[src/design/rcnc_pkg.sv]
// Constants, field layouts and carrier types of the receiver configuration
// and end-of-stream noise control block.
// Assumes one 125 MHz core clock and an active-low asynchronous reset.
package rcnc_pkg;

    localparam int unsigned CLK_MHZ        = 125;
    localparam int unsigned FRAME_BITS     = 15;
    localparam int unsigned PAYLOAD_W      = 12;
    localparam int unsigned SLEEP_UNIT_CYC = 1024;
    localparam logic [4:0]  SLEEP_FOREVER  = 5'h1F;
    localparam logic [5:0]  LIM_MIN_FLOOR  = 6'h0A;
    // Start-up settle time and end pulse unit, in ns
    localparam int unsigned T_STARTUP_NS   = 1000;
    localparam int unsigned T_PULSE_NS     = 64;
    localparam int unsigned STARTUP_CYC    =
        (T_STARTUP_NS * CLK_MHZ + 999) / 1000;
    localparam int unsigned PULSE_UNIT_CYC =
        (T_PULSE_NS * CLK_MHZ + 999) / 1000;

    // Operating register, payload bit 11 is frame bit 3
    typedef struct packed {
        logic [1:0] baud_band;
        logic [1:0] check_count;
        logic       modulation_select;
        logic [4:0] sleep_count;
        logic       sleep_stretch;
        logic       noise_quiet;
    } rcnc_opset_s;

    // Limit register, lower limit in frame bits 3-8
    typedef struct packed {
        logic [5:0] lim_lower;
        logic [5:0] lim_upper;
    } rcnc_limit_s;

    localparam rcnc_opset_s OPSET_DEFAULT = 12'h119;
    localparam rcnc_limit_s LIMIT_DEFAULT = 12'h569;

    // One-cycle result of a received frame
    typedef struct packed {
        logic                 off_cmd;
        logic                 load_op;
        logic                 load_lim;
        logic [PAYLOAD_W-1:0] payload;
    } rcnc_frame_s;

    typedef enum logic [2:0] {
        RCNC_SLEEP   = 3'b000,
        RCNC_STARTUP = 3'b001,
        RCNC_BITCHK  = 3'b010,
        RCNC_RECV    = 3'b011,
        RCNC_ENDPLS  = 3'b100
    } rcnc_mode_e;

endpackage

[src/design/rcnc_frame_rx.sv]
// Shifts in 15-bit configuration frames taken from the DATA line.
// Assumes an outside bit timer marks frame start and each bit sample.
`timescale 1ns/100ps
module rcnc_frame_rx (
    // Clock and reset
    input  wire logic          core_clk,
    input  wire logic          nrst,
    // Sampled data line and bit timing
    input  wire logic          frame_start,
    input  wire logic          bit_stb,
    input  wire logic          dline_in,
    // Decoded frame event
    output rcnc_pkg::rcnc_frame_s frame_evt
);
    import rcnc_pkg::*;

    typedef struct packed {
        logic [13:0] shreg;
        logic [3:0]  cnt;
        logic        busy;
        rcnc_frame_s evt;
    } rcnc_frx_s;

    rcnc_frx_s st_ff;
    rcnc_frx_s nxt_st;

    // Frame bit 1 arrives first and ends up in shreg[13]
    always_comb begin
        nxt_st = st_ff;
        nxt_st.evt = '0;
        if (frame_start) begin
            nxt_st.busy = 1'b1;
            nxt_st.cnt  = 4'h0;
        end else if (bit_stb && st_ff.busy) begin
            nxt_st.cnt = st_ff.cnt + 4'h1;
            if (st_ff.cnt == 4'h0 && dline_in) begin
                // OFF needs no payload, so act on bit 1 at once
                nxt_st.evt.off_cmd = 1'b1;
                nxt_st.busy = 1'b0;
            end else if (st_ff.cnt == 4'(FRAME_BITS - 1)) begin
                nxt_st.busy = 1'b0;
                // Stop bit must be 0 for the payload to land
                if (!dline_in) begin
                    nxt_st.evt.load_op  = st_ff.shreg[12];
                    nxt_st.evt.load_lim = !st_ff.shreg[12];
                    nxt_st.evt.payload  = st_ff.shreg[11:0];
                end
            end else begin
                nxt_st.shreg = {st_ff.shreg[12:0], dline_in};
            end
        end
    end

    always_ff @(posedge core_clk or negedge nrst) begin
        if (!nrst) begin
            st_ff <= '0;
        end else begin
            st_ff <= nxt_st;
        end
    end

    assign frame_evt = st_ff.evt;

endmodule

[src/design/rcnc_sleep_timer.sv]
// Sleep timer: count times stretch times a 1024-cycle unit.
// Assumes start is a one-cycle pulse; count 0 finishes at once.
`timescale 1ns/100ps
module rcnc_sleep_timer #(
    parameter int unsigned UNIT_CYC = rcnc_pkg::SLEEP_UNIT_CYC
) (
    // Clock and reset
    input  wire logic       core_clk,
    input  wire logic       nrst,
    // Control
    input  wire logic       start,
    input  wire logic [4:0] sleep_count,
    input  wire logic       sleep_stretch,
    // Elapsed pulse
    output logic            done
);
    import rcnc_pkg::*;

    typedef struct packed {
        logic [7:0]  units;
        logic [15:0] sub;
        logic        run;
        logic        done;
    } rcnc_slp_s;

    rcnc_slp_s st_ff;
    rcnc_slp_s nxt_st;

    // Units count down once per UNIT_CYC clocks
    always_comb begin
        nxt_st = st_ff;
        nxt_st.done = 1'b0;
        if (start) begin
            nxt_st.units = sleep_stretch ? {sleep_count, 3'h0}
                                         : {3'h0, sleep_count};
            nxt_st.sub  = '0;
            nxt_st.run  = (sleep_count != 5'h00);
            nxt_st.done = (sleep_count == 5'h00);
        end else if (st_ff.run) begin
            nxt_st.sub = st_ff.sub + 16'h0001;
            if (st_ff.sub == 16'(UNIT_CYC - 1)) begin
                nxt_st.sub   = '0;
                nxt_st.units = st_ff.units - 8'h01;
                if (st_ff.units == 8'h01) begin
                    nxt_st.run  = 1'b0;
                    nxt_st.done = 1'b1;
                end
            end
        end
    end

    always_ff @(posedge core_clk or negedge nrst) begin
        if (!nrst) begin
            st_ff <= '0;
        end else begin
            st_ff <= nxt_st;
        end
    end

    assign done = st_ff.done;

endmodule

[src/design/rcnc_top.sv]
// Configuration registers and end-of-stream noise control of a polled
// receiver. Frames from the host arrive on the DATA line; the block
// sequences sleep, start-up, bit-check and receiving modes.
// Assumes bit timing, bit check and demodulation sit outside and are
// synchronous to core_clk.
`timescale 1ns/100ps
module rcnc_top #(
    parameter int unsigned STARTUP_CYC    = rcnc_pkg::STARTUP_CYC,
    parameter int unsigned PULSE_UNIT_CYC = rcnc_pkg::PULSE_UNIT_CYC,
    parameter int unsigned SLEEP_UNIT_CYC = rcnc_pkg::SLEEP_UNIT_CYC
) (
    // Clock and reset
    input  wire logic              core_clk,
    input  wire logic              nrst,
    // DATA line, open-drain style
    input  wire logic              dline_in,
    output logic                   dline_out,
    output logic                   dline_oe,
    // Frame bit timing from the line timer
    input  wire logic              frame_start,
    input  wire logic              bit_stb,
    // Polling override pin, low keeps the block out of sleep
    input  wire logic              polling_on_n,
    // Demodulator and bit-check status
    input  wire logic              demod_data,
    input  wire logic              stream_end,
    input  wire logic              last_high,
    input  wire logic              chk_ok,
    input  wire logic              chk_fail,
    input  wire logic              supply_dip,
    // Mode and settings seen by the rest of the receiver
    output rcnc_pkg::rcnc_mode_e   mode,
    output logic                   ic_active,
    output logic                   supply_dip_pattern,
    output logic                   modulation_select,
    output logic [3:0]             check_bits,
    output logic [3:0]             limit_scale,
    output logic [8:0]             lim_min_cyc,
    output logic [8:0]             lim_max_cyc,
    output logic                   lim_min_bad
);
    import rcnc_pkg::*;

    typedef struct packed {
        rcnc_mode_e  mode;
        rcnc_opset_s op;
        rcnc_limit_s lim;
        logic [15:0] cnt;
        logic        slp_start;
        logic        rm;
        logic        op_ok;
        logic        lim_ok;
        logic        dout;
        logic        doe;
        logic [3:0]  chk_bits;
        logic [3:0]  scale;
        logic [8:0]  lmin;
        logic [8:0]  lmax;
        logic        lbad;
        logic        act;
    } rcnc_top_s;

    rcnc_top_s   st_ff;
    rcnc_top_s   nxt_st;
    rcnc_frame_s frame_evt;
    logic        slp_done;

    // Baud band to bit-check limit scale
    function automatic logic [3:0] scale_of(input logic [1:0] band);
        case (band)
            2'h0:    scale_of = 4'h8;
            2'h1:    scale_of = 4'h4;
            2'h2:    scale_of = 4'h2;
            default: scale_of = 4'h1;
        endcase
    endfunction

    // Check count field to number of bits checked
    function automatic logic [3:0] bits_of(input logic [1:0] cc);
        case (cc)
            2'h0:    bits_of = 4'h0;
            2'h1:    bits_of = 4'h3;
            2'h2:    bits_of = 4'h6;
            default: bits_of = 4'h9;
        endcase
    endfunction

    rcnc_frame_rx u_frame_rx (
        .core_clk    (core_clk),
        .nrst        (nrst),
        .frame_start (frame_start),
        .bit_stb     (bit_stb),
        .dline_in    (dline_in),
        .frame_evt   (frame_evt)
    );

    rcnc_sleep_timer #(
        .UNIT_CYC (SLEEP_UNIT_CYC)
    ) u_sleep_timer (
        .core_clk      (core_clk),
        .nrst          (nrst),
        .start         (st_ff.slp_start),
        .sleep_count   (st_ff.op.sleep_count),
        .sleep_stretch (st_ff.op.sleep_stretch),
        .done          (slp_done)
    );

    // Register loads, reset marker and mode sequencing
    always_comb begin
        logic [15:0] pulse_len;
        nxt_st = st_ff;
        pulse_len = 16'(PULSE_UNIT_CYC) * {12'h000, st_ff.scale};
        nxt_st.slp_start = 1'b0;

        // Frame writes into the two registers
        if (frame_evt.load_op) begin
            nxt_st.op    = frame_evt.payload;
            nxt_st.op_ok = 1'b1;
        end
        if (frame_evt.load_lim) begin
            nxt_st.lim    = frame_evt.payload;
            nxt_st.lim_ok = 1'b1;
        end
        // Marker drops once both registers were rewritten
        if (nxt_st.op_ok && nxt_st.lim_ok) begin
            nxt_st.rm = 1'b0;
        end
        // A dip wins over a same-cycle write: contents are untrusted
        if (supply_dip) begin
            nxt_st.op     = OPSET_DEFAULT;
            nxt_st.lim    = LIMIT_DEFAULT;
            nxt_st.rm     = 1'b1;
            nxt_st.op_ok  = 1'b0;
            nxt_st.lim_ok = 1'b0;
        end

        case (st_ff.mode)
            RCNC_SLEEP: begin
                // Override low forces start-up whatever the sleep
                if (!polling_on_n) begin
                    nxt_st.mode = RCNC_STARTUP;
                    nxt_st.cnt  = '0;
                end else if (slp_done &&
                             st_ff.op.sleep_count != SLEEP_FOREVER) begin
                    nxt_st.mode = RCNC_STARTUP;
                    nxt_st.cnt  = '0;
                end
            end
            RCNC_STARTUP: begin
                nxt_st.cnt = st_ff.cnt + 16'h0001;
                if (st_ff.cnt == 16'(STARTUP_CYC - 1)) begin
                    nxt_st.cnt  = '0;
                    // No bits to check means straight to receiving
                    nxt_st.mode = (st_ff.chk_bits == 4'h0) ? RCNC_RECV
                                                           : RCNC_BITCHK;
                end
            end
            RCNC_BITCHK: begin
                if (chk_ok) begin
                    nxt_st.mode = RCNC_RECV;
                end else if (chk_fail) begin
                    // Override low skips sleep and retries at once
                    nxt_st.mode = polling_on_n ? RCNC_SLEEP
                                               : RCNC_STARTUP;
                    nxt_st.slp_start = polling_on_n;
                    nxt_st.cnt = '0;
                end
            end
            RCNC_RECV: begin
                if (frame_evt.off_cmd) begin
                    nxt_st.mode = polling_on_n ? RCNC_SLEEP
                                               : RCNC_STARTUP;
                    nxt_st.slp_start = polling_on_n;
                    nxt_st.cnt = '0;
                end else if (stream_end && last_high) begin
                    nxt_st.mode = RCNC_ENDPLS;
                    nxt_st.cnt  = '0;
                end else if (stream_end && st_ff.op.noise_quiet) begin
                    nxt_st.mode = RCNC_BITCHK;
                end
                // Quiet bit clear: stay here, noise passes
            end
            RCNC_ENDPLS: begin
                nxt_st.cnt = st_ff.cnt + 16'h0001;
                // Pulse length follows the baud band scale
                if (st_ff.cnt == pulse_len - 16'h0001) begin
                    nxt_st.cnt  = '0;
                    nxt_st.mode = st_ff.op.noise_quiet ? RCNC_BITCHK
                                                       : RCNC_RECV;
                end
            end
            default: begin
                nxt_st.mode = RCNC_SLEEP;
            end
        endcase

        // Line drive: demodulated data only while receiving
        case (nxt_st.mode)
            RCNC_RECV: begin
                nxt_st.dout = demod_data;
                nxt_st.doe  = 1'b1;
            end
            RCNC_ENDPLS: begin
                nxt_st.dout = 1'b1;
                nxt_st.doe  = 1'b1;
            end
            default: begin
                // Released line is pulled High
                nxt_st.dout = 1'b1;
                nxt_st.doe  = 1'b0;
            end
        endcase

        // Decoded settings, registered so outputs come from flops
        nxt_st.chk_bits = bits_of(nxt_st.op.check_count);
        nxt_st.scale    = scale_of(nxt_st.op.baud_band);
        nxt_st.lmin = 9'({3'h0, nxt_st.lim.lim_lower} * nxt_st.scale);
        nxt_st.lmax = 9'({3'h0, nxt_st.lim.lim_upper} * nxt_st.scale);
        nxt_st.lbad = (nxt_st.lim.lim_lower < LIM_MIN_FLOOR);
        // Activity flag kept in a flop so the pin has no decode glitch
        nxt_st.act  = (nxt_st.mode != RCNC_SLEEP);
    end

    // Reset loads the documented defaults and starts in start-up mode
    always_ff @(posedge core_clk or negedge nrst) begin
        if (!nrst) begin
            st_ff          <= '0;
            st_ff.mode     <= RCNC_STARTUP;
            st_ff.op       <= OPSET_DEFAULT;
            st_ff.lim      <= LIMIT_DEFAULT;
            st_ff.dout     <= 1'b1;
            st_ff.act      <= 1'b1;
            st_ff.chk_bits <= 4'h3;
            st_ff.scale    <= 4'h8;
            st_ff.lmin     <= 9'h0A8;
            st_ff.lmax     <= 9'h148;
        end else begin
            st_ff <= nxt_st;
        end
    end

    // Outputs straight from the state register
    assign mode               = st_ff.mode;
    assign ic_active          = st_ff.act;
    assign dline_out          = st_ff.dout;
    assign dline_oe           = st_ff.doe;
    assign supply_dip_pattern = st_ff.rm;
    assign modulation_select  = st_ff.op.modulation_select;
    assign check_bits         = st_ff.chk_bits;
    assign limit_scale        = st_ff.scale;
    assign lim_min_cyc        = st_ff.lmin;
    assign lim_max_cyc        = st_ff.lmax;
    assign lim_min_bad        = st_ff.lbad;

endmodule

[config.mk]
export PLATFORM = sky130hd
export DESIGN_NAME = rcnc_top
export DESIGN_NICKNAME = d
export VERILOG_FILES = /design/src/design/rcnc_pkg.sv /design/src/design/rcnc_frame_rx.sv /design/src/design/rcnc_sleep_timer.sv /design/src/design/rcnc_top.sv
export SDC_FILE = /design/constraint.sdc
export NUM_CORES = 1
export LEC_CHECK = 0
export ABC_AREA = 1
export BUFFER_PORTS_ARGS = -buffer_cell sky130_fd_sc_hd__buf_2
export CELL_PAD_IN_SITES_DETAIL_PLACEMENT = 0
export CELL_PAD_IN_SITES_GLOBAL_PLACEMENT = 2
export CORE_ASPECT_RATIO = 2
export CORE_MARGIN = 2
export CORE_UTILIZATION = 37
export CTS_BUF_LIST = sky130_fd_sc_hd__clkbuf_16
export CTS_CLUSTER_DIAMETER = 100
export DETAILED_ROUTE_END_ITERATION = 16
export GPL_TIMING_DRIVEN = 1
export HOLD_SLACK_MARGIN = 0.06
export PLACE_DENSITY = 0.76
export SYNTH_ARGS = -nofsm -noshare
export SYNTH_HDL_FRONTEND = slang
export SYNTH_SLANG_ARGS = --single-unit
[constraint.sdc]
create_clock -name core_clk -period 4.1 [get_ports core_clk]
set_clock_uncertainty 0.2 [all_clocks]
set_input_delay 0.41 -clock core_clk [delete_from_list [all_inputs] [get_ports core_clk]]
set_output_delay 0.41 -clock core_clk [all_outputs]
set_load 0.005 [all_outputs]
# Word level (Yosys, flattened, before mapping)
# Cells that the tools add are included.
word_totals:
  out_inout_bits: 35
  word_cells: 138
  register_bits: 136
op_classes:
  n_lt_le_gt_ge: 1
  add_sub_neg: 5
  eq_ne: 20
  n_reduce_logical: 26
  multipliers: 2
  mux: 48
  bitwise: 3
ops:
  columns: ["operator", "n"]
  rows:
  - ["16-bit 2-to-1 mux", 6]
  - ["16-bit case mux with 5 select lines", 1]
  - ["26-bit 2-to-1 mux", 3]
  - ["14-bit 2-to-1 mux", 3]
  - ["17-bit 2-to-1 mux", 2]
  - ["16-bit by 1-bit adder with 16-bit output, second input constant", 2]
  - ["3-bit 2-to-1 mux", 10]
  - ["12-bit 2-to-1 mux", 2]
  - ["24-bit 2-to-1 mux", 1]
  - ["4-bit case mux with 3 select lines", 2]
  - ["20-bit 2-to-1 mux", 1]
  - ["6-bit by 4-bit multiplier with 9-bit output", 2]
  - ["16-bit by 10-bit == test with 1-bit output, second input constant", 1]
  - ["16-bit == test", 1]
  - ["16-bit by 7-bit == test with 1-bit output, second input constant", 1]
  - ["15-bit 2-to-1 mux", 1]
  - ["3-bit case mux with 5 select lines", 1]
  - ["1-bit 2-to-1 mux", 10]
  - ["2-bit nonzero test", 5]
  - ["5-bit nonzero test", 2]
  - ["3-bit by 2-bit == test with 1-bit output, second input constant", 3]
  - ["8-bit by 1-bit == test with 1-bit output, second input constant", 1]
  - ["4-bit zero test", 2]
  - ["8-bit 2-to-1 mux", 1]
  - ["27 further kinds", 41]

# Depth between registers and ports, before layout
# Gate-level depths: netlist of the first run.
depth:
  word_depth: 7
  ltp_mapped: 20
  ltp_nobuf: 20

# By module
# Synthesis of the first run repeated with hierarchy kept, for this count alone.
hier_totals:
  hier_cells: 975
  area_unflattened_um2: 8100.3
modules_own_cells:
  columns: ["mod", "seq_area_each_um2", "cells_each", "instances", "area_per_inst_um2"]
  rows:
  - ["rcnc_top", 1928.1, 597, 1, 4936.0]
  - ["rcnc_sleep_timer", 650.6, 233, 1, 1640.3]
  - ["rcnc_frame_rx", 825.8, 145, 1, 1524.0]

# Worst setup path before layout of the first run
# Ideal clock, no wire load.
synth_timing:
  path_kind: "input to register"
  from: "input supply_dip"
  to: "register st_ff (netlist bit lim_min_cyc[8])"
  slack_ps: 504
  arrival_ps: 3273
  n_path_buf: 1
  t_required_ps: 3777
  path_stages: 17
  setup_time_ps: 123
  cell_sequence: "buf_6 > nor2_4 > nand2_1 > nand2_4 > inv_2 > nor2_4 > nand2_1 > fa_1 > fa_1 > inv_1 > fa_1 > nand3_1 > nand2_1 > a21oi_1 > nor2_1 > nor2_1 > xnor2_1"
synth_lines:
  columns: ["item", "line_no", "rtl"]
  rows:
  - ["start: declaration", "rcnc_top.sv:30", "input wire logic supply_dip,"]
  - ["end signal: assignment", "rcnc_top.sv:238", "st_ff <= nxt_st;"]
  - ["end: declaration", "rcnc_top.sv:63", "rcnc_top_s st_ff;"]

==> results of run 1 <==
[worst max-delay path: cells and delay by family]
kind	cells	cell delay, ns
adder cells (fa/ha/maj)	3	1.42
buffers and inverters	6	1.01
AND/OR/NAND/NOR	9	0.91
AO/OA/AOI/OAI	1	0.13
XOR/XNOR	1	0.13
[cells in the final DEF, fill, tap and decap left out, types with 5 or more instances in the layout]
cell       instances
buf_4             18
nand2_2           14
xor2_1            22
nor4_1             5
fa_1              14
dfstp_2           21
nand4_1            9
nor2_1           102
nor3_1            34
nor2_2             5
inv_1            130
buf_2             44
a21oi_1           18
xnor2_1            6
o22ai_1            7
dfrtp_1          114
nand2_1          213
nand3_1           66
nor2_4             8
clkbuf_16         17
o21ai_0           44
o21ai_1            7
clkinv_4           5
inv_2             11
o211ai_1           5
ha_1              33
[where the power goes]
part | leakage [nW] | switching [W] | total [W] | internal, W
Sequential | 1.78 | 0.0000926 | 0.00152 | 0.00143
Combinational | 2.49 | 0.000253 | 0.000395 | 0.000142
Clock | 0.273 | 0.000625 | 0.00146 | 0.000833
Total | 4.54 | 0.000971 | 0.00337 | 0.00240
[logic make-up (layout without fill, tap and decap cells)]
group / Yosys count / after routing / synth area share
adder cells (fa/ha/maj): 51 / 51 / 0.0944
buffers and inverters: 187 / 243 / 0.107
flip-flops: 135 / 135 / 0.424
AO/OA/AOI/OAI: 103 / 103 / 0.0743
AND/OR/NAND/NOR: 472 / 472 / 0.266
XOR/XNOR: 30 / 30 / 0.0346
[what timing repair did]
item	CTS	global route
endpoints found under the setup margin	0	4
endpoints found under the hold margin	62	0
resized for setup	0	16
setup buffers	0	4
hold buffers	4	0
[per-stage QoR]
stage / util / cells / area, um^2 / worst slack (ns) / total power [W]
2_1_floorplan: - / 978 / 8030 / 0.504 / 0.00181
3_3_place_gp: 0.393 / 1267 / 8410 / 0.254 / 0.00194
3_5_place_dp: 0.393 / 1267 / 8410 / 0.189 / 0.00194
4_1_cts: 0.421 / 1303 / 9000 / 0.102 / 0.00343
5_1_grt: 0.425 / 1307 / 9090 / 0.00224 / 0.00356
6_report: 0.425 / 1307 / 9090 / 0.227 / 0.00337
[final cells by class]
type	count	area (um^2)
Clock buffer	17	425
Inverter	143	547
Timing Repair Buffer	68	427
Sequential cell	135	3400
Multi-Input combinational cell	656	3820
Fill cell	2260	12300
Tap cell	273	342
Clock inverter	15	129
[state kept, by name, indices dropped and copies added, names as in the netlist]
| name | count |
|---|---|
| check_bits | 4 |
| dline_oe | 1 |
| dline_out | 1 |
| ic_active | 1 |
| lim_max_cyc | 9 |
| lim_min_bad | 1 |
| lim_min_cyc | 9 |
| limit_scale | 4 |
| mode | 3 |
| modulation_select | 1 |
| st_ff | 41 |
| supply_dip_pattern | 1 |
| u_frame_rx.frame_evt | 15 |
| u_frame_rx.st_ff | 18 |
| u_sleep_timer.done | 1 |
| u_sleep_timer.st_ff | 25 |
[per-layer routing]
layer	vias up	part of all wire	track usage
li1	3176	-	-
met4	0	0.043	0.0928
met5	-	0	0
met2	101	0.56	0.378
met3	53	0.026	0.0389
met1	3038	0.37	0.198
[worst max path at each step]
stage                          start                        to  slack, ns  depth (start not counted)
after floorplan           supply_dip  lim_min_cyc[8]$_DFF_PN0_       0.50                         17
after global placement    supply_dip  lim_min_cyc[8]$_DFF_PN0_       0.25                         19
after detailed placement  supply_dip  lim_min_cyc[8]$_DFF_PN0_       0.19                         19
after CTS                 supply_dip  lim_min_cyc[8]$_DFF_PN0_       0.10                         20
after global routing      supply_dip  lim_min_cyc[8]$_DFF_PN0_      0.002                         21
final                     supply_dip  lim_min_cyc[8]$_DFF_PN0_       0.23                         20
==> out/metrics.cfg, run 1 <==
[pwr]
power_per_cell_area_nw_per_um2=371
vdd_drop_max_mv=0.275
p_leak_nw=4.54

[worst_hold_path]
min_to=u_frame_rx.st_ff[20]$_DFFE_PN0P_
min_path_type=in -> reg
hold_start=dline_in
holdPathStages=3

[critical_path]
worstReg2RegStart=u_frame_rx.frame_evt[13]$_DFF_PN0_
path_common_cell=nand2_2
required_ns=4.25
r2r-end=lim_min_cyc[8]$_DFF_PN0_
r2r_setup_slack_ns=0.52
timing_worst_setup_path_type=in -> reg
crit_chain=dlygate4sd3_1 > buf_4 > inv_1 > nand2_2 > clkinv_4 > nand2_2 > nand2_4 > inv_2 > nor2_4 > nand2_2 > fa_1 > fa_1 > inv_1 > fa_2 > nand3_1 > nand2_1 > a21oi_1 > nor2_1 > nor2_1 > xnor2_1
arrival_ns=4.02
r2r_cells=18
max_stage_delay_ns=0.55
crit_path_end_kind=flop
start_kind=primary input
crit_fanout=8
crit_path_top_delay_cell=fa_1

[sta]
final_max_slew_viol_count=0
slew_headroom=0.475
tightest_slew_ns=0.785
tns_ns=0
rsz0062_at_grt=false
whs_ns=0.0826
hold_violations=0
finalCritPeriodShare=0.945
post-route-min-period_ns=3.87
clock.fmax_ghz=0.258
finalSetupViolCount=0

[yosys]
yosys-top-cells-count=nand2_1, inv_1, dfrtp_1
synth_seq_cells=135
async_flop_share=1.00
yosysTopAreaCellShare=0.355
syn_inst=978
synth_edf_count=0
yosysTopAreaCell=dfrtp_1
synth.distinct_cells=44
yosys_warnings=0
avgSynthCellArea_um2=8.21
synth_seq_area_share=0.424
synth_area_leaders=dfrtp_1, nand2_1, dfstp_2
synth_ff_type=dfrtp_1
synth.most_common_cell=nand2_1
synth_area_um2=8030
synth_nets=1041

[detailed_routing]
drt_iter0_drc=268
antenna_left=0
routed_wl_mm=20.5
via_per_inst=4.87
dr.pass1.iters=6
vias=6368
drc=0
wl_per_cell_um=15.7

[placement]
hpwl_mm=15.8
finalWeightedCongestion=0.849
io_buffers=46

[clocking]
clockBufferDepth=2
cts_sinks=135
cts_max_level=4
cts-root-buf=clkbuf_16
numCtsBuffers=17
clk_pin_slew_ns=0.06
clk_latency_ns=0.43
cts_tree=built

[cells_and_area]
syn_to_final_growth_pct=13.2
finalNetCount=1084
layout-drive-gt1-share=0.173
num_antenna_cells=0

[die]
ios=47
die_y_um=212
rows=76
die-area_um2=23000
coreArea_um2=21400
start_util=0.375
die_w_um=108

[grt]
grt_start_max_net_pins=73
grt-ovfl-total=0
grt_pass1_vias=6896
track_usage=0.197
grt_pass1_wl_mm=34.5
antenna_found_initial=0

[job]
maxCapViolations=0

[run_status]
outcome=finished clean

(Power assumes the default switching activity.)
==> run 2, diff against run 1 <==
--- a/config.mk
+++ b/config.mk
@@ -5,19 +5,17 @@
 export SDC_FILE = /design/constraint.sdc
 export NUM_CORES = 1
 export LEC_CHECK = 0
-export ABC_AREA = 1
 export BUFFER_PORTS_ARGS = -buffer_cell sky130_fd_sc_hd__buf_2
 export CELL_PAD_IN_SITES_DETAIL_PLACEMENT = 0
 export CELL_PAD_IN_SITES_GLOBAL_PLACEMENT = 2
 export CORE_ASPECT_RATIO = 2
 export CORE_MARGIN = 2
-export CORE_UTILIZATION = 37
+export CORE_UTILIZATION = 40
 export CTS_BUF_LIST = sky130_fd_sc_hd__clkbuf_16
 export CTS_CLUSTER_DIAMETER = 100
 export DETAILED_ROUTE_END_ITERATION = 16
-export GPL_TIMING_DRIVEN = 1
 export HOLD_SLACK_MARGIN = 0.06
-export PLACE_DENSITY = 0.76
+export PLACE_DENSITY = 0.87
 export SYNTH_ARGS = -nofsm -noshare
 export SYNTH_HDL_FRONTEND = slang
 export SYNTH_SLANG_ARGS = --single-unit
==> out/metrics.cfg, run 2 <==
[run_status]
outcome=finished clean

[critical_path]
worstReg2RegStart=u_frame_rx.frame_evt[13]$_DFF_PN0_
path_common_cell=fa_1
required_ns=4.23  ; -0.02 ns
arrival_ns=4.03  ; about the same
crit_chain=mux2i_1 > or2_2 > inv_1 > nand2_1 > inv_2 > nand2_1 > fa_1 > fa_1 > inv_1 > fa_1 > a21o_1 > a21oi_2 > o21bai_1 > a21oi_1 > xnor2_1
r2r_cells=15  ; -3
r2r_setup_slack_ns=0.20  ; -0.32 ns
startpoint=u_frame_rx.frame_evt[13]$_DFF_PN0_
max_stage_delay_ns=0.57  ; +0.02 ns
crit_fanout=5  ; -3
crit_path_end_kind=flop
start_kind=flop
endpoint=lim_min_cyc[8]$_DFF_PN0_
r2r-end=lim_min_cyc[8]$_DFF_PN0_
crit_path_top_delay_cell=fa_1
timing_worst_setup_path_type=reg -> reg

[yosys]
yosys-top-cells-count=dfrtp_1, nand2_1, inv_1
syn_inst=732  ; -25%
synth_ff_type=dfrtp_1
avgSynthCellArea_um2=10.2  ; +24%
synth.most_common_cell=dfrtp_1
synth_seq_area_share=0.458  ; +0.0344
synth_seq_cells=135  ; unchanged
async_flop_share=1.00  ; unchanged
synth_nets=795  ; -24%
synth_edf_count=0  ; unchanged
yosysTopAreaCellShare=0.384  ; +0.0288
synth_area_um2=7430  ; -7.5%
synth.distinct_cells=67  ; +52%
yosysTopAreaCell=dfrtp_1
yosys_warnings=0  ; unchanged
synth_area_leaders=dfrtp_1, dfstp_2, ha_1

[detailed_routing]
wl_per_cell_um=16.0  ; +1.8%
routed_wl_mm=16.0  ; -22%
vias=5288  ; -17%
dr.pass1.iters=4  ; -2
drt_iter0_drc=209  ; -22%
drc=0  ; unchanged
via_per_inst=5.29  ; +8.5%
antenna_left=0  ; unchanged

[pwr]
swShare=0.241  ; -0.0466
netSwitchingPower_w=0.000834  ; -14%
vdd_drop_max_mv=0.272  ; -0.83%
p_leak_nw=4.11  ; -9.4%
power_per_cell_area_nw_per_um2=409  ; +10%
combPwrFrac=0.073  ; -0.044
clkPwrFrac=0.491  ; +0.058
internal_power_w=0.00262  ; +9.2%
power_w=0.00346  ; +2.5%
p_seq_frac=0.436  ; -0.014

[grt]
grt_pass1_vias=5659  ; -18%
grt_start_max_net_pins=102  ; +40%
track_usage=0.173  ; -0.0235
grt_pass1_wl_mm=27.0  ; -22%
grt-ovfl-total=0  ; unchanged
antenna_found_initial=0  ; unchanged

[cells_and_area]
syn_to_final_growth_pct=13.8
layout_commonest_cell=dfrtp_1
finalNetCount=834  ; -23%
instances_no_fill=1000  ; -23%
num_antenna_cells=0  ; unchanged
top_register=st_ff
largest_reg_flops=41  ; unchanged
largestRegisters=st_ff x41, u_sleep_timer.st_ff x25, u_frame_rx.st_ff x18
final_cell_mix=dfrtp_1, nand2_1, inv_1, nor2_1, buf_2
layout-drive-gt1-share=0.204  ; +0.0310

[clocking]
clockBufferDepth=2  ; unchanged
post_cts_buffers=0  ; unchanged
numCtsBuffers=17  ; unchanged
cts-root-buf=clkbuf_16
clk_latency_ns=0.42  ; about the same
cts_max_level=4  ; unchanged
cts_sinks=135  ; unchanged
clk_pin_slew_ns=0.06  ; about the same
cts_tree=built

[sta]
final_max_slew_viol_count=0  ; unchanged
finalCritPeriodShare=0.951  ; +0.00595
rsz0062_at_grt=false
setup_ws_ns=0.203  ; -0.0244 ns
finalSetupViolCount=0  ; unchanged
slew_headroom=0.394  ; -0.0817
hold_violations=0  ; unchanged
tightest_slew_ns=0.910  ; +0.125 ns
post-route-min-period_ns=3.90  ; +0.0244 ns
tns_ns=0  ; unchanged
whs_ns=0.0942  ; +0.0116 ns
clock.fmax_ghz=0.257  ; -0.63%

[die]
start_util=0.408  ; +0.0324
die_y_um=197  ; -7.4%
die-area_um2=19700  ; -14%
coreArea_um2=18200  ; -15%
rows=70  ; -7.9%
ios=47  ; unchanged
die_w_um=100  ; -7.2%

[placement]
place_ws_ns=0.0930  ; -0.0961 ns
hpwl_mm=11.6  ; -26%
io_buffers=46  ; unchanged
dp_cells=964  ; -24%
finalWeightedCongestion=0.892  ; +5.1%

[worst_hold_path]
min_path_type=in -> reg
hold_start=dline_in

[job]
maxCapViolations=0  ; unchanged

[run 2: worst min-delay path by stage]
| stage | endpoint | slack (ns) | cells after the start |
|---|---|---|---|
| 3_5_place_dp | u_frame_rx.frame_evt[12]$_DFF_PN0_ | 0.24 | 1 |
| 5_1_grt | u_frame_rx.st_ff[20]$_DFFE_PN0P_ | 0.08 | 2 |
| 6_report | u_frame_rx.st_ff[20]$_DFFE_PN0P_ | 0.09 | 2 |
| 3_3_place_gp | u_frame_rx.frame_evt[12]$_DFF_PN0_ | 0.24 | 1 |
| 2_1_floorplan | check_bits[2]$_DFF_PN0_ | -0.09 | 0 |
| 4_1_cts | u_frame_rx.st_ff[17]$_DFFE_PN0P_ | 0.08 | 3 |
[run 2: metrics by stage]
stage | utilization | area, um^2
global route | 0.464 | 8460
finish | 0.464 | 8460
detailed placement | 0.426 | 7760
CTS | 0.464 | 8450
floorplan | - | 7430
global placement | 0.426 | 7760
[run 2: final cells by class]
| type | count | area [um^2] |
|---|---|---|
| fill | 1708 | 9760 |
| multi-input combinational | 487 | 3470 |
| sequential | 135 | 3410 |
| timing repair buffer | 72 | 442 |
| clock buffer | 17 | 425 |
| tap | 216 | 270 |
| clock inverter | 15 | 226 |
| inverter | 58 | 218 |
[run 2: metal layers]
layer,vias to the layer above,routed length (um),global-route usage
met4,0,376,0.0781
met2,82,9140,0.321
met3,22,420,0.0362
met5,-,0,0
met1,2651,6020,0.184
li1,2533,-,-
[run 2: repair_timing]
item,CTS,global route
endpoints found under the hold margin,91,0
hold buffers,4,0
gates resized for setup,0,4
setup endpoints to repair,0,3
[run 2: power groups by stage]
stage | sequential, W | combinational, W | clock, W
after global placement | 0.00152 | 0.000240 | 0
after global routing | 0.00152 | 0.000287 | 0.00180
after CTS | 0.00150 | 0.000258 | 0.00174
after detailed placement | 0.00153 | 0.000252 | 0
final | 0.00151 | 0.000252 | 0.00170
after floorplan | 0.00150 | 0.000187 | 0
[run 2: cells by family after synthesis]
family,after synthesis,share of synthesized area
XOR/XNOR,32,0.0377
AO/OA/AOI/OAI,120,0.106
AND/OR/NAND/NOR,253,0.177
multiplexers,31,0.0441
flip-flops,135,0.458
buffers and inverters,110,0.0754
adder cells (fa/ha/maj),51,0.102
[run 2: worst max-delay path, delay by kind of cell, from the launching register on]
kind	cells	cell delay, ns
AOI/OAI and AO/OA	4	0.63
and+or+nand+nor	3	0.49
xor gates and xnor gates	1	0.14
buffers and inverters	3	0.28
DFF	1	0.41
muxes	1	0.13
adders and majority gates	3	1.53
